==> config.mk <==
export PLATFORM = sky130hd
export DESIGN_NAME = rec_top
export DESIGN_NICKNAME = d
export VERILOG_FILES = /design/src/rtl/rec_pkg.sv /design/src/rtl/rec_top.sv /design/src/rtl/rec_shutdown_latch.sv
export SDC_FILE = /design/constraint.sdc
export NUM_CORES = 1
export LEC_CHECK = 0
export ABC_AREA = 1
export BUFFER_PORTS_ARGS = -buffer_cell sky130_fd_sc_hd__clkbuf_2
export CAP_MARGIN = 20
export CORE_MARGIN = 2
export CORE_UTILIZATION = 40
export CTS_CLUSTER_DIAMETER = 30
export DETAILED_ROUTE_END_ITERATION = 8
export GPL_TIMING_DRIVEN = 0
export PLACE_DENSITY = 0.74
export SETUP_SLACK_MARGIN = 0.02
export SLEW_MARGIN = 20
export SYNTH_ARGS = -nofsm -noshare
export SYNTH_HDL_FRONTEND = slang
export SYNTH_SLANG_ARGS = --single-unit
==> constraint.sdc <==
create_clock -name clk_i -period 0.95 [get_ports clk_i]
set_input_delay 0.1425 -clock clk_i [delete_from_list [all_inputs] [get_ports clk_i]]
set_output_delay 0.1425 -clock clk_i [all_outputs]
set_load 0.01 [all_outputs]
==> src/rtl/rec_pkg.sv <==
// Constants and types for the regulator enable control block.
// Assumes a 100 MHz system clock and a 16-bit register port with byte addresses.
package rec_pkg;

  // ****************************************************************
  // Register map
  // ****************************************************************
  localparam int              REC_ADDR_W       = 16;
  localparam int              REC_DATA_W       = 16;
  localparam logic [15:0]     REC_RTC_PM_OFS   = 16'h1930;
  localparam logic [15:0]     REC_REG_CTRL_OFS = 16'h7004;

  // ****************************************************************
  // Power management register fields
  // ****************************************************************
  localparam int              REC_PM_CLKOUT_BIT  = 0;
  localparam int              REC_PM_REGULATOR_SHUTDOWN_BIT_BIT  = 1;
  localparam int              REC_PM_BANDGAP_SHUTDOWN_BIT_BIT   = 2;
  localparam int              REC_PM_WAKE_DIR_BIT = 3;
  localparam int              REC_PM_WAKE_OUT_BIT = 4;
  localparam logic            REC_PM_CLKOUT_RST   = 1'h0;
  localparam logic            REC_PM_WAKE_DIR_RST = 1'h0;
  localparam logic            REC_PM_WAKE_OUT_RST = 1'h1;
  localparam logic            REC_PM_SHUTDOWN_RST = 1'h0;

  // ****************************************************************
  // Regulator control register fields
  // ****************************************************************
  localparam int              REC_RC_USB_EN_BIT = 0;
  localparam int              REC_RC_VSEL_BIT   = 1;
  localparam logic            REC_RC_VSEL_RST   = 1'h0;
  localparam logic            REC_RC_USB_EN_RST = 1'h0;

  // ****************************************************************
  // Core regulator voltage codes
  // ****************************************************************
  localparam logic            REC_VSEL_1V30     = 1'h0;
  localparam logic            REC_VSEL_1V05     = 1'h1;

  // ****************************************************************
  // Types
  // ****************************************************************
  typedef struct packed {
    logic wake_out;
    logic wake_dir;
    logic bandgap_shutdown_bit;
    logic regulator_shutdown_bit;
    logic clkout_en;
  } rec_rtc_pm_t;

  typedef struct packed {
    logic analog_en;
    logic core_en;
    logic usb_en;
    logic bandgap_en;
    logic por_en;
  } rec_supply_t;

endpackage

==> src/rtl/rec_top.sv <==
// Regulator enable control: power-down, strap and voltage-select logic for
// the analog, core and USB regulators, with a small register port.
// Assumes straps are static and synchronous to clk_i; rtc_por_n_i comes from
// the always-on RTC core supply and is released only when it powers up.
`timescale 1ns/1ns

// Functional notes
// A one on either power-down bit switches off all three regulators together.
// Once shut down, no register write re-enables regulators; only RTC supply cycling does.
// Analog regulator is always on except under the shared power-down bits.
// Core regulator enabled while its strap is low, disabled while high.
// Core regulator strap selects how the internal reset is produced.
// Voltage-select bit switches core output 1.3 V / 1.05 V; 1.3 V after reset.
// A disabled core or USB regulator leaves its output pin high-impedance.
// Clock strap high: USB regulator starts disabled, software enables or disables it.
// Clock strap low: USB regulator on after reset; enable bit cannot turn it off.
// Bandgap power-down also stops bandgap and analog POR; regulator power-down keeps bandgap.
// Power-down request is stored in the RTC supply domain until it cycles.
module rec_top
  import rec_pkg::*;
(
  // Clock, enable and resets
  input  wire logic                  clk_i,
  input  wire logic                  reset_n_i,
  input  wire logic                  rtc_por_n_i,
  input  wire logic                  ce_i,
  // Register port
  input  wire logic [REC_ADDR_W-1:0] addr_i,
  input  wire logic [REC_DATA_W-1:0] wdata_i,
  input  wire logic                  wr_i,
  input  wire logic                  rd_i,
  output logic      [REC_DATA_W-1:0] rdata_o,
  // Board straps
  input  wire logic                  core_regulator_strap_i,
  input  wire logic                  clock_source_strap_i,
  // Regulator controls
  output logic                       analog_regulator_en_o,
  output logic                       core_regulator_out_o,
  output logic                       core_regulator_oe_o,
  output logic                       core_voltage_select_o,
  output logic                       usb_regulator_out_o,
  output logic                       usb_regulator_oe_o,
  output logic                       bandgap_en_o,
  output logic                       analog_por_en_o,
  // Reset generation
  output logic                       internal_por_select_o,
  output logic                       chip_reset_n_o
);

  // ****************************************************************
  // Declarations
  // ****************************************************************
  rec_rtc_pm_t             pm_state;
  rec_rtc_pm_t             pm_wdata;
  rec_supply_t             supply_next;
  rec_supply_t             supply_reg;
  logic                    pm_hit;
  logic                    rc_hit;
  logic                    pm_wr;
  logic                    rc_wr;
  logic                    shutdown;
  logic                    vsel_reg;
  logic                    usb_en_reg;
  logic                    clk_sel_reg;
  logic                    straps_taken_reg;
  logic                    chip_reset_n_reg;
  logic                    chip_reset_n_next;
  logic [REC_DATA_W-1:0]   rdata_reg;
  logic [REC_DATA_W-1:0]   rdata_next;

  // ****************************************************************
  // Address decode
  // ****************************************************************
  assign pm_hit = (addr_i == REC_RTC_PM_OFS);
  assign rc_hit = (addr_i == REC_REG_CTRL_OFS);
  assign pm_wr  = wr_i && pm_hit;
  assign rc_wr  = wr_i && rc_hit;

  assign pm_wdata.clkout_en = wdata_i[REC_PM_CLKOUT_BIT];
  assign pm_wdata.regulator_shutdown_bit    = wdata_i[REC_PM_REGULATOR_SHUTDOWN_BIT_BIT];
  assign pm_wdata.bandgap_shutdown_bit     = wdata_i[REC_PM_BANDGAP_SHUTDOWN_BIT_BIT];
  assign pm_wdata.wake_dir  = wdata_i[REC_PM_WAKE_DIR_BIT];
  assign pm_wdata.wake_out  = wdata_i[REC_PM_WAKE_OUT_BIT];

  // ****************************************************************
  // Always-on power management register
  // ****************************************************************
  rec_shutdown_latch u_shutdown_latch (
    .clk_i       (clk_i),
    .rtc_por_n_i (rtc_por_n_i),
    .ce_i        (ce_i),
    .wr_i        (pm_wr),
    .wdata_i     (pm_wdata),
    .state_o     (pm_state)
  );

  assign shutdown = pm_state.bandgap_shutdown_bit || pm_state.regulator_shutdown_bit;

  // ****************************************************************
  // Strap capture after reset release
  // ****************************************************************
  always_ff @(posedge clk_i or negedge reset_n_i) begin
    if (!reset_n_i) begin
      straps_taken_reg <= 1'b0;
      clk_sel_reg      <= 1'b0;
    end else if (ce_i && !straps_taken_reg) begin
      straps_taken_reg <= 1'b1;
      clk_sel_reg      <= clock_source_strap_i;
    end
  end

  // ****************************************************************
  // Regulator control register
  // ****************************************************************
  always_ff @(posedge clk_i or negedge reset_n_i) begin
    if (!reset_n_i) begin
      vsel_reg <= REC_RC_VSEL_RST;
    end else if (ce_i && rc_wr) begin
      vsel_reg <= wdata_i[REC_RC_VSEL_BIT];
    end
  end

  always_ff @(posedge clk_i or negedge reset_n_i) begin
    if (!reset_n_i) begin
      usb_en_reg <= REC_RC_USB_EN_RST;
    end else if (ce_i) begin
      if (!straps_taken_reg) begin
        // Reset value follows the clock-source strap
        usb_en_reg <= !clock_source_strap_i;
      end else if (rc_wr && clk_sel_reg) begin
        usb_en_reg <= wdata_i[REC_RC_USB_EN_BIT];
      end
    end
  end

  // ****************************************************************
  // Regulator enables
  // ****************************************************************
  always_comb begin
    supply_next.analog_en  = !shutdown;
    supply_next.core_en    = !shutdown && !core_regulator_strap_i;
    // Before the strap is captured the live clock strap decides, so the USB
    // regulator comes up in the same cycle as the analog and core regulators
    supply_next.usb_en     = !shutdown && (straps_taken_reg ? (usb_en_reg || !clk_sel_reg)
                                                            : !clock_source_strap_i);
    supply_next.bandgap_en = !pm_state.bandgap_shutdown_bit;
    supply_next.por_en     = !shutdown;
  end

  always_ff @(posedge clk_i or negedge reset_n_i) begin
    if (!reset_n_i) begin
      supply_reg <= '0;
    end else if (ce_i) begin
      supply_reg <= supply_next;
    end
  end

  // ****************************************************************
  // Reset generation
  // ****************************************************************
  // With the core regulator in use, the internal POR holds the chip in
  // reset whenever the regulators are shut down
  always_comb begin
    if (!core_regulator_strap_i) begin
      chip_reset_n_next = supply_reg.por_en && supply_reg.core_en;
    end else begin
      chip_reset_n_next = 1'b1;
    end
  end

  always_ff @(posedge clk_i or negedge reset_n_i) begin
    if (!reset_n_i) begin
      chip_reset_n_reg <= 1'b0;
    end else if (ce_i) begin
      chip_reset_n_reg <= chip_reset_n_next;
    end
  end

  // ****************************************************************
  // Register read
  // ****************************************************************
  always_comb begin
    rdata_next = '0;
    if (pm_hit) begin
      rdata_next[REC_PM_CLKOUT_BIT]   = pm_state.clkout_en;
      rdata_next[REC_PM_REGULATOR_SHUTDOWN_BIT_BIT]   = pm_state.regulator_shutdown_bit;
      rdata_next[REC_PM_BANDGAP_SHUTDOWN_BIT_BIT]    = pm_state.bandgap_shutdown_bit;
      rdata_next[REC_PM_WAKE_DIR_BIT] = pm_state.wake_dir;
      rdata_next[REC_PM_WAKE_OUT_BIT] = pm_state.wake_out;
    end else if (rc_hit) begin
      rdata_next[REC_RC_VSEL_BIT]     = vsel_reg;
      rdata_next[REC_RC_USB_EN_BIT]   = usb_en_reg || !clk_sel_reg;
    end
  end

  always_ff @(posedge clk_i or negedge reset_n_i) begin
    if (!reset_n_i) begin
      rdata_reg <= '0;
    end else if (ce_i) begin
      if (rd_i) begin
        rdata_reg <= rdata_next;
      end else begin
        rdata_reg <= '0;
      end
    end
  end

  // ****************************************************************
  // Outputs
  // ****************************************************************
  assign rdata_o               = rdata_reg;
  assign analog_regulator_en_o = supply_reg.analog_en;
  assign core_regulator_out_o  = supply_reg.core_en;
  assign core_regulator_oe_o   = supply_reg.core_en;
  assign core_voltage_select_o = vsel_reg;
  assign usb_regulator_out_o   = supply_reg.usb_en;
  assign usb_regulator_oe_o    = supply_reg.usb_en;
  assign bandgap_en_o          = supply_reg.bandgap_en;
  assign analog_por_en_o       = supply_reg.por_en;
  assign internal_por_select_o = !core_regulator_strap_i;
  assign chip_reset_n_o        = chip_reset_n_reg;

endmodule

==> src/rtl/rec_shutdown_latch.sv <==
// Always-on power management bits kept in the RTC core supply domain.
// Assumes rtc_por_n_i is the power-on reset of the RTC core supply, so the
// stored shutdown request survives every other reset.
`timescale 1ns/1ns
module rec_shutdown_latch
  import rec_pkg::*;
(
  // Clock and RTC supply reset
  input  wire logic        clk_i,
  input  wire logic        rtc_por_n_i,
  input  wire logic        ce_i,
  // Write port
  input  wire logic        wr_i,
  input  wire rec_rtc_pm_t wdata_i,
  // Stored state
  output rec_rtc_pm_t      state_o
);

  logic bandgap_shutdown_bit_reg;
  logic regulator_shutdown_bit_reg;
  logic clkout_reg;
  logic wake_dir_reg;
  logic wake_out_reg;

  // ****************************************************************
  // Sticky shutdown request
  // ****************************************************************
  always_ff @(posedge clk_i or negedge rtc_por_n_i) begin
    if (!rtc_por_n_i) begin
      bandgap_shutdown_bit_reg  <= REC_PM_SHUTDOWN_RST;
      regulator_shutdown_bit_reg <= REC_PM_SHUTDOWN_RST;
    end else if (ce_i && wr_i) begin
      // Only a one is stored; a zero write never re-enables
      if (wdata_i.bandgap_shutdown_bit) begin
        bandgap_shutdown_bit_reg <= 1'b1;
      end
      if (wdata_i.regulator_shutdown_bit) begin
        regulator_shutdown_bit_reg <= 1'b1;
      end
    end
  end

  // ****************************************************************
  // Plain read/write bits
  // ****************************************************************
  always_ff @(posedge clk_i or negedge rtc_por_n_i) begin
    if (!rtc_por_n_i) begin
      clkout_reg   <= REC_PM_CLKOUT_RST;
      wake_dir_reg <= REC_PM_WAKE_DIR_RST;
      wake_out_reg <= REC_PM_WAKE_OUT_RST;
    end else if (ce_i && wr_i) begin
      clkout_reg   <= wdata_i.clkout_en;
      wake_dir_reg <= wdata_i.wake_dir;
      wake_out_reg <= wdata_i.wake_out;
    end
  end

  assign state_o.bandgap_shutdown_bit     = bandgap_shutdown_bit_reg;
  assign state_o.regulator_shutdown_bit    = regulator_shutdown_bit_reg;
  assign state_o.clkout_en = clkout_reg;
  assign state_o.wake_dir  = wake_dir_reg;
  assign state_o.wake_out  = wake_out_reg;

endmodule

==> flow_metrics.tcl, run 1 <==
set metrics [dict create \
    coreArea_sq_um 2710 \
    rsz0062_at_grt "yes" \
    post-route-min-period_ps 1090 \
    wl_met1_um 967 \
    die-area_sq_um 3250 \
    grt.total_usage_pct 15.5 \
    worst-setup-path-type "reg2out" \
    start_kind "flip-flop" \
    cts_max_path_buffers 2 \
    cts_buffers 3 \
    worst_ir_drop_vdd_mv 0.764 \
    finalNetCount 251 \
    setup_tns_ps -682 \
    clk_pin_slew_ps 110 \
    drt_iter0_markers 25 \
    hold_path.class "in2reg" \
    syn_area_per_cell_sq_um 8.03 \
    r2r_start "straps_taken_reg$_DFFE_PN0P_" \
    grt_pass1_vias 973 \
    wl_per_cell_um 9.39 \
    critPathLaunch "analog_por_en_o$_DFFE_PN0P_" \
    area_delta_synth_final_pct 41.4 \
    power_frac_seq_pct 56.0 \
    routed-wl-met2_um 1170 \
    p_sw_mw 0.383 \
    ant_nets 0 \
    place.gp.congestion 0.747 \
    place.port_buffers 43 \
    fin_skew_ps 7.05 \
    ios 66 \
    p_leak_nw 0.919 \
    drt_wl_total_um 2260 \
    start_util_pct 41.5 \
    cts_tree "done" \
    power_switching_share_pct 26.1 \
    dp_hpwl_um 1800 \
    grt_pass1_wl_um 4010 \
    crit_path_max_fanout 3 \
    finalPower_mw 1.47 \
    die_h_um 57 \
    required_ps 810 \
    period_share_pct 115 \
    holdCritStartpoint "wdata_i[4]" \
    maxCapViolCount 0 \
    drc_errors 0 \
    violations "negative setup slack" \
    cts_max_level 1 \
    outcome "complete, but fails checks" \
    grt_start_max_net_pins 15 \
    setup_viol 15 \
    crit_path_end_kind "output pin" \
    firstDrtPassIters 3 \
    grt_overflow 0 \
    vias_per_cell 4.33 \
    clkPwrFrac_pct 27.2 \
    worstPathArrival_ps 950 \
    clock-sinks 19 \
    drv_slew 0 \
    fill_cells 285 \
    rows 19 \
    drive_above_1_share_pct 47.1 \
    power-per-cell-area_nw_per_um2 924 \
    regToRegSetupSlack_ps -10 \
    setup_slack_ps -143 \
    routed.top_layer "met4" \
    die_w_um 57 \
    synth_cell_types 22 \
    num_vias 1044 \
    netlist_area_sq_um 1120 \
    p_int_mw 1.09 \
    yosysSeqAreaShare_pct 42.4 \
    route.met3.wl_um 108 \
    synth_seq_cells 19 \
    hold_violations 0 \
    max_freq_mhz 915 \
    ys_warn_count 0 \
    largest_reg_flops 5 \
    antenna_cells 0 \
    antenna_found_initial 0 \
    cts_root_buffer "clkbuf_4" \
    insertion_delay_ps 300 \
    netlist_instances 140 \
    comb_power_share_pct 16.7 \
]
-- worst paths after layout --
| path | to | depth (start not counted) |
|---|---|---|
| max | analog_regulator_en_o | 2 |
| min | u_shutdown_latch.wake_out_reg$_DFFE_PN1N_ | 3 |
| max reg2reg | usb_en_reg$_DFFE_PN0P_ | 6 |
| min reg2reg | usb_en_reg$_DFFE_PN0P_ | 2 |
| max in group asynchronous | core_voltage_select_o$_DFFE_PN0P_ | 2 |
| min in group asynchronous | u_shutdown_latch.regulator_shutdown_bit_reg$_DFFE_PN0P_ | 2 |
-- what timing repair did --
item	4_1_cts	5_1_grt
buffers inserted	8	4
hold buffers	2	0
endpoints found under the hold margin	19	0
pin swaps	2	4
gates resized for setup	0	18
endpoints found under the setup margin	15	21
-- cells by family after synthesis --
group,after synthesis,synth area share (%)
buffers and inverters,35,16.4
and+or+nand+nor,69,32.9
other,1,0.334
DFF,19,42.4
AOI/OAI and AO/OA,16,8.02
-- synthesized netlist by cell type (all sizes together) --
master | count | share of area [%]
nand2 | 38 | 14
inv | 20 | 6.7
dfrtp | 18 | 40
nor2 | 17 | 10
buf | 14 | 9.4
nand3 | 13 | 8.0
o21ai | 13 | 6.5
a21oi | 2 | 0.89
clkbuf | 1 | 0.33
conb | 1 | 0.33
dfstp | 1 | 2.3
nand4 | 1 | 0.56
o21bai | 1 | 0.67
-- power by group through the flow --
stage          registers (mW)  logic, mW  clock network [mW]
5_1_grt                 0.824      0.279               0.462
6_report                0.823      0.246               0.400
3_3_place_gp            0.837      0.230                   0
4_1_cts                 0.822      0.244               0.420
3_5_place_dp            0.838      0.231                   0
2_1_floorplan           0.839      0.128                   0
-- per-layer routing --
metal	track usage, %	up-vias
met5	0	-
met4	3.99	0
met3	3.63	2
met2	28.1	22
met1	18.5	469
li1	-	551
-- worst max-delay path: stages (launching register included) --
cell and delay (ps):
dfrtp_1 420, buf_6 120, buf_6 110
-- cell type report --
cell class	instances	area (sq um)	share of cell area (%)
well taps	31	38.8	2.44
plain buffers	15	120	7.56
inverters	20	75.1	4.72
repair buffers	56	337	21.2
flip-flops and latches	19	477	30.0
clock buffers	3	22.5	1.42
clock inverters	1	5.00	0.315
multi-input cells	96	514	32.4
-- stage by stage --
step | setup WS (ps) | instances | instance area (sq um) | hold slack, ps | utilization [%]
after floorplan | 48.5 | 150 | 1160 | -153 | -
after global placement | -117 | 224 | 1420 | -36.6 | 52.2
after detailed placement | -134 | 224 | 1420 | -32.1 | 52.2
after CTS | -166 | 238 | 1520 | 8.63 | 56.2
after global routing | -198 | 241 | 1590 | 30.4 | 58.6
final | -143 | 241 | 1590 | 21.2 | 58.6
-- layout by cell type (no fill, tap or decap), types with 7 or more instances in the layout --
master / n
nand3_1: 10
inv_1: 15
nor2_1: 7
dfrtp_1: 18
conb_1: 11
o21ai_1: 11
nand2_1: 33
clkbuf_2: 39
buf_4: 22
Note: power is estimated with default switching activity, not from simulation.
==> run 2: changes to the inputs <==
--- a/config.mk
+++ b/config.mk
@@ -8,12 +8,13 @@
 export ABC_AREA = 1
 export BUFFER_PORTS_ARGS = -buffer_cell sky130_fd_sc_hd__clkbuf_2
 export CAP_MARGIN = 20
+export CORE_ASPECT_RATIO = 1.5
 export CORE_MARGIN = 2
-export CORE_UTILIZATION = 40
+export CORE_UTILIZATION = 43
 export CTS_CLUSTER_DIAMETER = 30
 export DETAILED_ROUTE_END_ITERATION = 8
 export GPL_TIMING_DRIVEN = 0
-export PLACE_DENSITY = 0.74
+export PLACE_DENSITY = 0.79
 export SETUP_SLACK_MARGIN = 0.02
 export SLEW_MARGIN = 20
 export SYNTH_ARGS = -nofsm -noshare
==> flow_metrics.tcl, run 2 (synthesis results as in run 1) <==
set metrics [dict create \
    worstPathArrival_ps 960 \
    multi_input_area_sq_um 513 \
    clk_pin_slew_ps 100 \
    dp_cells 217 \
    rows 22 \
    crit_path_max_fanout 3 \
    die_w_um 45.7 \
    grt_start_max_net_pins 15 \
    period_share_pct 116 \
    final_util_pct 62.2 \
    largest_reg_flops 5 \
    area_delta_synth_final_pct 37.2 \
    critPathTopFamily "flip-flops" \
    place.port_buffers 43 \
    comb_power_share_pct 16.3 \
    finalNonFillerCells 229 \
    maxCapViolCount 0 \
    antenna_found_initial 0 \
    max_freq_mhz 910 \
    grt.total_usage_pct 15.6 \
    place.gp.congestion 0.769 \
    power_switching_share_pct 26.2 \
    fin_skew_ps 4.03 \
    path_buf_inv 2 \
    slowest_delay_ps 420 \
    grt_pass1_vias 932 \
    rsz0062_at_grt "yes" \
    slowest_stage "dfrtp_1" \
    vias_per_cell 4.51 \
    drc_errors 0 \
    ios 66 \
    worst_ir_drop_vdd_mv 0.663 \
    mostFrequentLayoutCells "clkbuf_2 (39), nand2_1 (34), dfrtp_1 (18), buf_4 (17), inv_1 (15)" \
    final-seq-area_sq_um 477 \
    antenna_cells 0 \
    outcome "complete, but fails checks" \
    insertion_delay_ps 300 \
    crit_top_cell "buf_6" \
    p_int_mw 1.08 \
    cts_buffers 3 \
    drv_slew 0 \
    die-area_sq_um 3050 \
    cts_root_buffer "clkbuf_4" \
    start_kind "flip-flop" \
    power-per-cell-area_nw_per_um2 950 \
    cts_tree "done" \
    coreArea_sq_um 2480 \
    hold_violations 0 \
    setup_slack_ps -149 \
    worst-setup-path-type "reg2out" \
    start_util_pct 45.4 \
    power_frac_seq_pct 56.1 \
    p_leak_nw 0.893 \
    grt_pass1_wl_um 3570 \
    finalNetCount 246 \
    fill_cells 227 \
    cts_max_level 1 \
    wl_per_cell_um 9.51 \
    p_sw_mw 0.383 \
    dp_hpwl_um 1780 \
    crit_chain "buf_6, buf_6" \
    violations "negative setup slack" \
    ant_nets 0 \
    grt_overflow 0 \
    required_ps 810 \
    num_vias 1033 \
    firstDrtPassIters 4 \
    die_h_um 66.6 \
    cts_max_path_buffers 2 \
    drt_iter0_markers 19 \
    clock-sinks 19 \
    drive_above_1_share_pct 45.9 \
    crit_path_end_kind "output pin" \
    setup_viol 14 \
    clkPwrFrac_pct 27.5 \
    drt_wl_total_um 2180 \
    finalPower_mw 1.46 \
    layout_commonest_cell "clkbuf_2" \
    post-route-min-period_ps 1100 \
    hold_path.class "in2reg" \
]
==> run 2: changes by cell type in the layout (fill, tap and decap cells not counted), sizes merged <==
cell | previous run | this run
buf | 29 | 24
==> run 2: power by group through the flow <==
stage | combinational (mW) | clock [mW] | sequential [mW]
floorplan | 0.128 | 0 | 0.839
global placement | 0.229 | 0 | 0.837
detailed placement | 0.231 | 0 | 0.838
CTS | 0.237 | 0.415 | 0.822
global route | 0.271 | 0.447 | 0.824
finish | 0.239 | 0.404 | 0.822
==> run 2: area by class of cell <==
class | count | area share, %
inverter | 20 | 4.87
multi-input combinational | 96 | 33.3
timing repair buffer | 51 | 19.4
clock buffer | 3 | 1.46
tap | 24 | 1.95
buffer | 15 | 7.79
clock inverter | 1 | 0.325
sequential | 19 | 30.9
==> run 2: repair_timing <==
item                                    in CTS  in global routing
endpoints found under the setup margin      15                 17
hold endpoints to repair                    19                  0
setup buffers                                3                  3
resized for setup                            0                 17
pin swaps                                    1                  1
hold buffers                                 2                  0
==> run 2: per-layer routing <==
layer	track usage, %	wire length, um	vias up
met1	17.6	880	455
met2	28.7	1160	35
li1	-	-	538
met5	0	0	-
met4	4.29	34	0
met3	2.71	105	5
==> run 2: worst paths after layout <==
kind,to,start,depth (start not counted),slack (ps)
hold reg to reg,bandgap_en_o$_DFFE_PN0P_,u_shutdown_latch.bandgap_shutdown_bit_reg$_DFFE_PN0P_,1,500
setup / recovery,usb_regulator_out_o,usb_regulator_oe_o$_DFFE_PN0P_,2,-150
min in group asynchronous,u_shutdown_latch.clkout_reg$_DFFE_PN0N_,rtc_por_n_i,2,170
max in group asynchronous,core_voltage_select_o$_DFFE_PN0P_,reset_n_i,2,430
hold / removal,u_shutdown_latch.wake_out_reg$_DFFE_PN1N_,wdata_i[4],3,30
setup reg to reg,usb_en_reg$_DFFE_PN0P_,straps_taken_reg$_DFFE_PN0P_,6,-30
==> run 2: per-stage QoR <==
stage,hold slack [ps],instance area [sq um],setup TNS (ps),worst slack [ps]
CTS,31.7,1480,-743,-168
floorplan,-153,1160,0,48.5
detailed placement,-35.2,1410,-780,-125
finish,28.2,1540,-705,-149
global route,38.3,1540,-1280,-186
global placement,-36.2,1410,-477,-107
==> run 2: worst min-delay path: cells and delay by family <==
kind | cells | cell delay [ps]
buf+inv | 2 | 120
compound gates | 1 | 70
